--- config.mk ---
export PLATFORM = sky130hd
export DESIGN_NAME = smoke_alarm_sequencer
export DESIGN_NICKNAME = d
export VERILOG_FILES = /design/src/hdl/smoke_seq_pkg.sv /design/src/hdl/smoke_alarm_sequencer.sv
export SDC_FILE = /design/constraint.sdc
export NUM_CORES = 1
export LEC_CHECK = 0
export ABC_AREA = 1
export BUFFER_PORTS_ARGS = -buffer_cell sky130_fd_sc_hd__buf_2
export CORE_MARGIN = 2
export CORE_UTILIZATION = 56
export CTS_CLUSTER_DIAMETER = 80
export DETAILED_ROUTE_END_ITERATION = 10
export PLACE_DENSITY = 0.76
export SYNTH_ARGS = -nofsm -noshare
export SYNTH_HDL_FRONTEND = slang
export SYNTH_SLANG_ARGS = --single-unit
--- constraint.sdc ---
create_clock -name pclk -period 5.7 [get_ports pclk]
set_clock_uncertainty 0.1 [all_clocks]
set_input_delay 0.855 -clock pclk [delete_from_list [all_inputs] [get_ports pclk]]
set_output_delay 0.855 -clock pclk [all_outputs]
set_load 0.05 [all_outputs]
--- src/hdl/smoke_seq_pkg.sv ---
// constants, types and register map of the smoke alarm sequencer
package smoke_seq_pkg;

  // ********************************
  // clock and timing
  // ********************************
  localparam int CLK_MHZ = 200;
  localparam int T_CYCLE_IDLE_US = 1650000;
  localparam int T_CYCLE_SMOKE_US = 41670;
  localparam int T_HORN_HALF_US = 500000;
  localparam int T_STROBE_US = 10000;
  localparam int T_LED_ON_US = 11600;
  localparam int T_LED_SMOKE_US = 1000000;
  localparam logic [31:0] CYCLE_IDLE_CYC = 32'(T_CYCLE_IDLE_US * CLK_MHZ);
  localparam logic [31:0] CYCLE_SMOKE_CYC = 32'(T_CYCLE_SMOKE_US * CLK_MHZ);
  localparam logic [31:0] HORN_HALF_CYC = 32'(T_HORN_HALF_US * CLK_MHZ);
  localparam logic [31:0] STROBE_CYC = 32'(T_STROBE_US * CLK_MHZ);
  localparam logic [31:0] LED_ON_CYC = 32'(T_LED_ON_US * CLK_MHZ);
  localparam logic [31:0] LED_SMOKE_CYC = 32'(T_LED_SMOKE_US * CLK_MHZ);

  // ********************************
  // oscillator cycle slots
  // ********************************
  localparam logic [4:0] BATT_CHECK_CYCLES = 5'h18;
  localparam logic [4:0] BATT_SLOT = 5'h00;
  localparam logic [4:0] CHIRP_SLOT = 5'h0C;

  // ********************************
  // register map
  // ********************************
  localparam logic [11:0] ADDR_CTRL = 12'h000;
  localparam logic [11:0] ADDR_STATUS = 12'h004;
  localparam logic [11:0] ADDR_IRQ_STATUS = 12'h008;
  localparam logic [11:0] ADDR_IRQ_MASK = 12'h00C;
  localparam int CTRL_RUN_BIT = 0;
  localparam logic [31:0] CTRL_RESET = 32'h0000_0001;
  localparam int STS_ALARM_BIT = 0;
  localparam int STS_LOWBAT_BIT = 1;
  localparam int STS_HORN_BIT = 2;
  localparam int STS_LED_BIT = 3;
  localparam int STS_TEST_BIT = 4;
  localparam int IRQ_W = 3;
  localparam logic [IRQ_W-1:0] IRQ_MASK_RESET = 3'h0;

  // ********************************
  // types
  // ********************************
  typedef enum logic [3:0] {
    ST_IDLE = 4'b0001,
    ST_STROBE = 4'b0010,
    ST_BATT = 4'b0100,
    ST_CHIRP = 4'b1000
  } seq_state_e;

  typedef struct packed {
    logic horn_en;
    logic led_on;
    logic strobe;
    logic sensitivity_shift;
    logic smoke_out;
    logic lowbat_out;
  } alarm_out_s;

  typedef struct packed {
    logic alarm_end;
    logic lowbat;
    logic smoke;
  } irq_evt_s;

endpackage

--- src/hdl/smoke_alarm_sequencer.sv ---
// smoke alarm sequencer: cycle timing, strobing, horn, led and apb registers
//
// Summary of operation
// - idle cycle 1.65 s, smoke strobe per cycle unless led, chirp or horn busy
// - battery comparison made once every 24 oscillator cycles; the code skips it while in alarm
// - on smoke the cycle becomes 41.67 ms and horn is enabled
// - horn alternates 500 ms sounding and 500 ms silent while in alarm
// - smoke resampled in silent half; absence stops further sounding
// - low battery output held inhibited while in alarm
// - led pulses once per second while in alarm
// - test input low keeps comparators powered, no strobing
// - test mode outputs show raw smoke and low battery continuously
// - each smoke strobe pulse lasts 10 ms; the battery check strobe lasts 11.6 ms
// - battery check made during the led pulse, every 24 cycles; the code skips it while in alarm
// - led held on 11.6 ms during each battery check
// - sensitivity shift asserted while smoke is detected
// - alarm ends only during a silent horn half
// - comparators strobed at most once per oscillator cycle
//
// Our own choices: the register addresses and the APB register port.
module smoke_alarm_sequencer
  import smoke_seq_pkg::*;
#(
  parameter logic [31:0] P_CYCLE_IDLE = CYCLE_IDLE_CYC,
  parameter logic [31:0] P_CYCLE_SMOKE = CYCLE_SMOKE_CYC,
  parameter logic [31:0] P_HORN_HALF = HORN_HALF_CYC,
  parameter logic [31:0] P_STROBE = STROBE_CYC,
  parameter logic [31:0] P_LED_ON = LED_ON_CYC,
  parameter logic [31:0] P_LED_SMOKE = LED_SMOKE_CYC
)
(
  // clock and reset
  input wire logic pclk,
  input wire logic presetn,
  // apb slave
  input wire logic psel,
  input wire logic penable,
  input wire logic pwrite,
  input wire logic [11:0] paddr,
  input wire logic [31:0] pwdata,
  output logic [31:0] prdata,
  output logic pready,
  output logic pslverr,
  // analog side
  input wire logic smoke_cmp,
  input wire logic lowbat_cmp,
  input wire logic test_n,
  output alarm_out_s alarm_out,
  // interrupt
  output logic irq
);

  // ********************************
  // declarations
  // ********************************
  seq_state_e state_reg;
  logic [31:0] osc_cnt_reg;
  logic [31:0] ph_cnt_reg;
  logic [31:0] horn_cnt_reg;
  logic [31:0] led_cnt_reg;
  logic [31:0] period;
  logic [31:0] ph_len;
  logic [4:0] cyc_idx_reg;
  logic tick;
  logic ph_done;
  logic smoke_sample;
  logic alarm_reg;
  logic horn_on_reg;
  logic lowbat_reg;
  logic run;
  logic [31:0] ctrl_reg;
  logic [IRQ_W-1:0] irq_sts_reg;
  logic [IRQ_W-1:0] irq_mask_reg;
  logic ack_reg;
  logic setup_access;
  logic commit;
  logic mapped;
  logic [31:0] rd_next;
  irq_evt_s evt;
  alarm_out_s alarm_out_next;

  assign run = ctrl_reg[CTRL_RUN_BIT];

  // ********************************
  // oscillator
  // ********************************
  // period follows the alarm state
  assign period = alarm_reg ? P_CYCLE_SMOKE : P_CYCLE_IDLE;
  // >= keeps the wrap safe when the period shrinks mid count
  assign tick = run && (osc_cnt_reg >= period - 32'h1);

  always_ff @(posedge pclk or negedge presetn)
  begin
    if (!presetn)
      osc_cnt_reg <= 32'h0;
    else if (!run || tick)
      osc_cnt_reg <= 32'h0;
    else
      osc_cnt_reg <= osc_cnt_reg + 32'h1;
  end

  always_ff @(posedge pclk or negedge presetn)
  begin
    if (!presetn)
      cyc_idx_reg <= 5'h0;
    else if (!run)
      cyc_idx_reg <= 5'h0;
    else if (tick)
      cyc_idx_reg <= (cyc_idx_reg == BATT_CHECK_CYCLES - 5'h1) ? 5'h0 : cyc_idx_reg + 5'h1;
  end

  // ********************************
  // sequencer
  // ********************************
  always_comb
  begin
    case (state_reg)
      ST_STROBE: ph_len = P_STROBE;
      ST_BATT: ph_len = P_LED_ON;
      ST_CHIRP: ph_len = P_LED_ON;
      default: ph_len = 32'h1;
    endcase
  end

  assign ph_done = (state_reg != ST_IDLE) && (ph_cnt_reg >= ph_len - 32'h1);
  assign smoke_sample = (state_reg == ST_STROBE) && ph_done;

  always_ff @(posedge pclk or negedge presetn)
  begin
    if (!presetn)
    begin
      state_reg <= ST_IDLE;
      ph_cnt_reg <= 32'h0;
    end
    else if (!run)
    begin
      state_reg <= ST_IDLE;
      ph_cnt_reg <= 32'h0;
    end
    else
    begin
      case (state_reg)
        ST_IDLE:
        begin
          ph_cnt_reg <= 32'h0;
          if (tick && !alarm_reg && cyc_idx_reg == BATT_SLOT)
            state_reg <= ST_BATT;
          else if (tick && !alarm_reg && lowbat_reg && cyc_idx_reg == CHIRP_SLOT)
            state_reg <= ST_CHIRP;
          // one strobe per cycle, skipped while horn sounds
          else if (tick && !(alarm_reg && horn_on_reg))
            state_reg <= ST_STROBE;
        end
        ST_STROBE, ST_BATT, ST_CHIRP:
        begin
          if (ph_done)
          begin
            state_reg <= ST_IDLE;
            ph_cnt_reg <= 32'h0;
          end
          else
            ph_cnt_reg <= ph_cnt_reg + 32'h1;
        end
        default:
        begin
          state_reg <= ST_IDLE;
          ph_cnt_reg <= 32'h0;
        end
      endcase
    end
  end

  // ********************************
  // alarm and horn modulation
  // ********************************
  always_ff @(posedge pclk or negedge presetn)
  begin
    if (!presetn)
    begin
      alarm_reg <= 1'b0;
      horn_on_reg <= 1'b0;
      horn_cnt_reg <= 32'h0;
    end
    else if (!alarm_reg)
    begin
      horn_cnt_reg <= 32'h0;
      horn_on_reg <= 1'b0;
      // smoke enters alarm with horn sounding
      if (smoke_sample && smoke_cmp)
      begin
        alarm_reg <= 1'b1;
        horn_on_reg <= 1'b1;
      end
    end
    else
    begin
      if (horn_cnt_reg >= P_HORN_HALF - 32'h1)
      begin
        horn_cnt_reg <= 32'h0;
        horn_on_reg <= !horn_on_reg;
      end
      else
        horn_cnt_reg <= horn_cnt_reg + 32'h1;
      if (!horn_on_reg && smoke_sample && !smoke_cmp)
        alarm_reg <= 1'b0;
    end
  end

  // one second led cadence in alarm
  always_ff @(posedge pclk or negedge presetn)
  begin
    if (!presetn)
      led_cnt_reg <= 32'h0;
    else if (!alarm_reg || led_cnt_reg >= P_LED_SMOKE - 32'h1)
      led_cnt_reg <= 32'h0;
    else
      led_cnt_reg <= led_cnt_reg + 32'h1;
  end

  // low battery latch, refreshed each check
  always_ff @(posedge pclk or negedge presetn)
  begin
    if (!presetn)
      lowbat_reg <= 1'b0;
    else if (state_reg == ST_BATT && ph_done)
      lowbat_reg <= lowbat_cmp;
  end

  // ********************************
  // outputs
  // ********************************
  always_comb
  begin
    alarm_out_next.horn_en = alarm_reg ? horn_on_reg : (state_reg == ST_CHIRP);
    // led loads the battery during the check
    alarm_out_next.led_on = alarm_reg ? (led_cnt_reg < P_LED_ON) : (state_reg == ST_BATT);
    // test mode powers the comparators steadily
    alarm_out_next.strobe = !test_n || state_reg == ST_STROBE || state_reg == ST_BATT;
    alarm_out_next.sensitivity_shift = alarm_reg;
    // raw comparator levels in test mode
    alarm_out_next.smoke_out = !test_n ? smoke_cmp : alarm_reg;
    alarm_out_next.lowbat_out = !test_n ? lowbat_cmp : (lowbat_reg && !alarm_reg);
  end

  always_ff @(posedge pclk or negedge presetn)
  begin
    if (!presetn)
      alarm_out <= '0;
    else
      alarm_out <= alarm_out_next;
  end

  // ********************************
  // apb slave
  // ********************************
  // one wait state so read data comes from a flop
  assign setup_access = psel && penable && !ack_reg;
  assign commit = psel && penable && ack_reg;
  assign pready = ack_reg;
  assign mapped = (paddr == ADDR_CTRL) || (paddr == ADDR_STATUS) ||
                  (paddr == ADDR_IRQ_STATUS) || (paddr == ADDR_IRQ_MASK);
  assign pslverr = ack_reg && !mapped;

  always_ff @(posedge pclk or negedge presetn)
  begin
    if (!presetn)
      ack_reg <= 1'b0;
    else
      ack_reg <= setup_access;
  end

  always_comb
  begin
    rd_next = 32'h0;
    case (paddr)
      ADDR_CTRL: rd_next = ctrl_reg;
      ADDR_STATUS:
      begin
        rd_next[STS_ALARM_BIT] = alarm_reg;
        rd_next[STS_LOWBAT_BIT] = lowbat_reg;
        rd_next[STS_HORN_BIT] = alarm_out.horn_en;
        rd_next[STS_LED_BIT] = alarm_out.led_on;
        rd_next[STS_TEST_BIT] = !test_n;
      end
      ADDR_IRQ_STATUS: rd_next[IRQ_W-1:0] = irq_sts_reg;
      ADDR_IRQ_MASK: rd_next[IRQ_W-1:0] = irq_mask_reg;
      default: rd_next = 32'h0;
    endcase
  end

  always_ff @(posedge pclk or negedge presetn)
  begin
    if (!presetn)
      prdata <= 32'h0;
    else if (setup_access && !pwrite)
      prdata <= rd_next;
  end

  always_ff @(posedge pclk or negedge presetn)
  begin
    if (!presetn)
    begin
      ctrl_reg <= CTRL_RESET;
      irq_mask_reg <= IRQ_MASK_RESET;
    end
    else if (commit && pwrite)
    begin
      if (paddr == ADDR_CTRL)
        ctrl_reg <= {31'h0, pwdata[CTRL_RUN_BIT]};
      if (paddr == ADDR_IRQ_MASK)
        irq_mask_reg <= pwdata[IRQ_W-1:0];
    end
  end

  // ********************************
  // interrupts
  // ********************************
  assign evt.smoke = !alarm_reg && smoke_sample && smoke_cmp;
  assign evt.lowbat = (state_reg == ST_BATT) && ph_done && lowbat_cmp;
  assign evt.alarm_end = alarm_reg && !horn_on_reg && smoke_sample && !smoke_cmp;

  // read clears; a new event in the same cycle survives the clear
  always_ff @(posedge pclk or negedge presetn)
  begin
    if (!presetn)
      irq_sts_reg <= '0;
    else if (commit && !pwrite && paddr == ADDR_IRQ_STATUS)
      irq_sts_reg <= evt;
    else
      irq_sts_reg <= irq_sts_reg | evt;
  end

  assign irq = |(irq_sts_reg & irq_mask_reg);

endmodule // smoke_alarm_sequencer

==> impl_summary.md <==
Timing
For the pin with the worst max-slew slack, the measured transition is 862.3 ps. The final count of pins violating max slew is 0. Setup repair after global routing left no endpoint under its margin.

In this run the tightest slew margin relative to its limit is 42.35%. The final number of hold-violating endpoints came to 0. The highest attainable clock frequency is 282.8 MHz. The final setup violation count is 0. The worst path needs 3536 ps of the cycle, external delays included.

The share of the cycle needed by the critical path after routing is 62.04%. In the final timing run, aggregate negative setup slack is 0 ps.

Job
The max-capacitance violation count is 0.

Synthesis
The share of synthesized area spent on multiplexers is 0.2501%. The share of synthesized area in the top cell type comes to 43.64%. For this run, the leading register cell type out of synthesis is sky130_fd_sc_hd__dfrtp_1. After Yosys synthesis, XOR and XNOR cells account for 4.183% of the synthesized area. For this run, asynchronously set or reset flops after synthesis account for 100.0%. The count of state elements after synthesis is 159. By area the synthesized netlist is led by sky130_fd_sc_hd__dfrtp_1, sky130_fd_sc_hd__nand2_1, sky130_fd_sc_hd__nor2_1, sky130_fd_sc_hd__ha_1, sky130_fd_sc_hd__inv_1. After synthesis the cells add up to 9004 sq um. The area share of and/or/nand/nor cells after synthesis is 30.57%. The most area-hungry cell type in the Yosys netlist is sky130_fd_sc_hd__dfrtp_1. Yosys mapped a number of flops with a built-in enable equal to 0.

The sequential share of the synthesized area is 44.22%. Summing the areas of all compound-gate instances in the mapped netlist gives 6.921% of the synthesized area. Summing the areas of all fa, ha and maj instances in the mapped netlist gives 5.420% of the synthesized area. The cell count after synthesis came out at 1098. The dominant combinational cell family by area after synthesis is simple AND/OR/NAND/NOR gates. Ranked by instance count, the synthesized netlist is headed by sky130_fd_sc_hd__nand2_1, sky130_fd_sc_hd__nor2_1, sky130_fd_sc_hd__dfrtp_1. Counting distinct cell types in the post-synthesis netlist gives 51. The library cell with the highest instance count after synthesis is sky130_fd_sc_hd__nand2_1.

The average instance in the mapped netlist occupies 8.200 sq um. The total of warnings raised by yosys is 0.

Power and ir drop
The highest ir drop seen on vdd is 0.2332 mV. The leakage component of the power is 4.663 nW. For this design the ratio of total power to cell area is 297.7 nW/um^2.

Final layout
The sequential standard cell area is 3981 sq um. The multi-input logic area is 4447 sq um. Relative to the synthesized area, the layout overhead comes to 11.66%. The post-route cell area is 10050 sq um. The post-route non-filler standard cell count is 1397. The final layout contains 1257 nets. The filler cells instantiated in the layout total 1331. In the final layout, the share of cells above drive strength 1 is 12.30%.

Clocking
TritonCTS created 17 clock buffers. The number of levels the H-tree was split into is 4. For this design, the sink count on the clock tree is 159. The clock root buffer master is sky130_fd_sc_hd__clkbuf_16. Once the clock tree was built, the resizer swapped 0 gates to a different size. For the worst-skew pair, the clock arrives at the later sink with an insertion delay of 430 ps.

The clock edge transition at the registers on the reported setup and hold paths is 60 ps. The longest clock path from root to sink contains 2 buffers. TritonCTS built the clock tree. The number of buffers inserted for hold repair after clock tree synthesis is 0. The number of setup buffers added after CTS is 0.

Critical path
The end of the worst register-to-register path is osc_cnt_reg[6]$_DFF_PN0_. The critical setup path kind is reg -> reg. STA classifies the critical path endpoint as a register.

The arrival time at the worst endpoint is 3750 ps. In this run the register-to-register setup slack is 2160 ps. The largest fanout on the critical path is 23.

The launch point of the worst reg-to-reg path is alarm_reg$_DFF_PN0_. The sort of element at the start of the critical path is a register. The required time of the worst setup path is 5920 ps.

The count of cells along the worst register-to-register path is 13.

Detailed routing
The first TritonRoute pass finished after 5 iterations. The number of vias after detailed routing is 7088. For this run, design rule violations remaining after detail routing come to 0. The final wirelength is 17.31 mm.

The routed design uses 633 um of met3 wire. The post-detailed-route wirelength per cell is 12.39 um. The DRC violation total after the first TritonRoute iteration is 375. In this run the remaining antenna-violating nets after routing total 0. After detailed routing, the number of vias per cell comes to 5.074. After detailed routing, the wire length on met1 is 7.875 mm. The top layer reached by signal wires is met5. The sum of met2 wire segment lengths after detailed routing is 8.547 mm.

Place
Buffers placed on the I/O ports in this run total 36. Counting tap cells, the placed design contains a total of 1363 instances. Detailed placement finished with a half-perimeter wire length of 12.34 mm. Routability-driven placement finished with a final weighted congestion of 0.8941. The placed instances occupy a cell area of 9399 sq um.

Floorplanning
The area of the die is 17110 sq um. After floorplanning, the core was sized to cover 15830 sq um. After floorplanning, the core was divided into 46 placement rows.

The top-level I/O count is 93. The width of the chip is 130.8 um. From bottom edge to top edge, the die measures 130.8 um.

The effective utilization at floorplan is 56.89%.

Min path
The worst min-delay path category is in -> async.

Global route
The pin count of the biggest net entering global routing is 69. The initial antenna violation count is 2. After global routing the overflow that remains totals 0. Global routing consumed, over all layers together, 21.77% of the routing resources. The via count of the first global-routing pass was 6640.

The first global-routing pass estimated 29.79 mm of wire.

Run status
The run finished with clean final reports.
[logic make-up after synthesis]
group,count (synthesis)
DFF,159
adders and majority gates,39
muxes,2
buffers and inverters,169
other,2
and+or+nand+nor,571
AOI/OAI and AO/OA,113
xor gates and xnor gates,43
[cells in the final DEF (no fill, tap or decap), types with 3 or more instances in the layout]
master / synthesis / routed
sky130_fd_sc_hd__nand2_1: 199 / 199
sky130_fd_sc_hd__nor2_1: 165 / 165
sky130_fd_sc_hd__dfrtp_1: 157 / 157
sky130_fd_sc_hd__inv_1: 123 / 123
sky130_fd_sc_hd__a21oi_1: 51 / 51
sky130_fd_sc_hd__nand3_1: 49 / 49
sky130_fd_sc_hd__conb_1: 2 / 49
sky130_fd_sc_hd__nor3_1: 45 / 45
sky130_fd_sc_hd__ha_1: 39 / 39
sky130_fd_sc_hd__xor2_1: 35 / 35
sky130_fd_sc_hd__buf_2: 7 / 35
sky130_fd_sc_hd__o21ai_0: 32 / 32
sky130_fd_sc_hd__nand4_1: 31 / 31
sky130_fd_sc_hd__clkbuf_16: 0 / 17
sky130_fd_sc_hd__nor2_2: 14 / 14
sky130_fd_sc_hd__nand2_2: 13 / 13
sky130_fd_sc_hd__inv_2: 10 / 10
sky130_fd_sc_hd__nor2_4: 8 / 8
sky130_fd_sc_hd__nor3b_1: 8 / 8
sky130_fd_sc_hd__nor4_1: 8 / 8
sky130_fd_sc_hd__xnor2_1: 8 / 8
sky130_fd_sc_hd__nor3_2: 6 / 6
sky130_fd_sc_hd__nand3_2: 5 / 5
sky130_fd_sc_hd__o21ai_1: 5 / 5
sky130_fd_sc_hd__a31oi_1: 5 / 5
sky130_fd_sc_hd__nor3_4: 5 / 5
sky130_fd_sc_hd__o21a_1: 4 / 4
sky130_fd_sc_hd__bufinv_16: 0 / 4
sky130_fd_sc_hd__o22ai_1: 3 / 3
sky130_fd_sc_hd__clkinv_4: 0 / 3
sky130_fd_sc_hd__clkbuf_8: 0 / 3
[critical path: stages (launching register included)]
cell                       delay (ps)
sky130_fd_sc_hd__dfrtp_1          810
sky130_fd_sc_hd__inv_1            440
sky130_fd_sc_hd__ha_1             420
sky130_fd_sc_hd__nand2_1           80
sky130_fd_sc_hd__inv_1             50
sky130_fd_sc_hd__nand2_1           50
sky130_fd_sc_hd__nand2_1           50
sky130_fd_sc_hd__a21oi_1          130
sky130_fd_sc_hd__nand2_1           70
sky130_fd_sc_hd__nand2_1           50
sky130_fd_sc_hd__nand2_1          100
sky130_fd_sc_hd__nor2_2           460
sky130_fd_sc_hd__inv_2            340
sky130_fd_sc_hd__a211oi_1         290
[final cells by class]
type	count	area share, %
multi-input combinational	817	44.23
sequential	159	39.60
inverter	133	4.966
clock buffer	21	4.680
tap	216	2.688
timing repair buffer	38	2.004
clock inverter	11	1.780
antenna	2	0.04978
[worst max path at each step]
stage                          endpoint  slack (ps)           startpoint
4_1_cts        osc_cnt_reg[6]$_DFF_PN0_        2100  alarm_reg$_DFF_PN0_
3_3_place_gp   osc_cnt_reg[6]$_DFF_PN0_        2240  alarm_reg$_DFF_PN0_
6_report       osc_cnt_reg[6]$_DFF_PN0_        2160  alarm_reg$_DFF_PN0_
3_5_place_dp   osc_cnt_reg[6]$_DFF_PN0_        2120  alarm_reg$_DFF_PN0_
5_1_grt        osc_cnt_reg[6]$_DFF_PN0_        1730  alarm_reg$_DFF_PN0_
2_1_floorplan                   pslverr        2900            paddr[11]
[report_power, final]
part           switching, mW  internal [mW]  total, mW
sequential            0.0745           1.20       1.27
clock                  0.460          0.773       1.23
combinational          0.348          0.140      0.488
[stage by stage]
stage                     setup slack, ps  total power, mW  hold slack [ps]  util (%)
after floorplan                      2902            1.660            325.1         -
after global placement               2239            1.764            346.9     59.38
after detailed placement             2123            1.782            353.8     59.38
after CTS                            2101            3.024            357.3     63.49
after global routing                 1734            3.157            364.5     63.49
final                                2164            2.993            340.5     63.52
[layer usage]
layer | up-vias | track usage, %
met5 | - | 0
met4 | 2 | 5.757
met3 | 23 | 5.700
met2 | 80 | 37.90
met1 | 3323 | 27.05
li1 | 3660 | -
No activity file was read; power rests on OpenSTA's default activity.
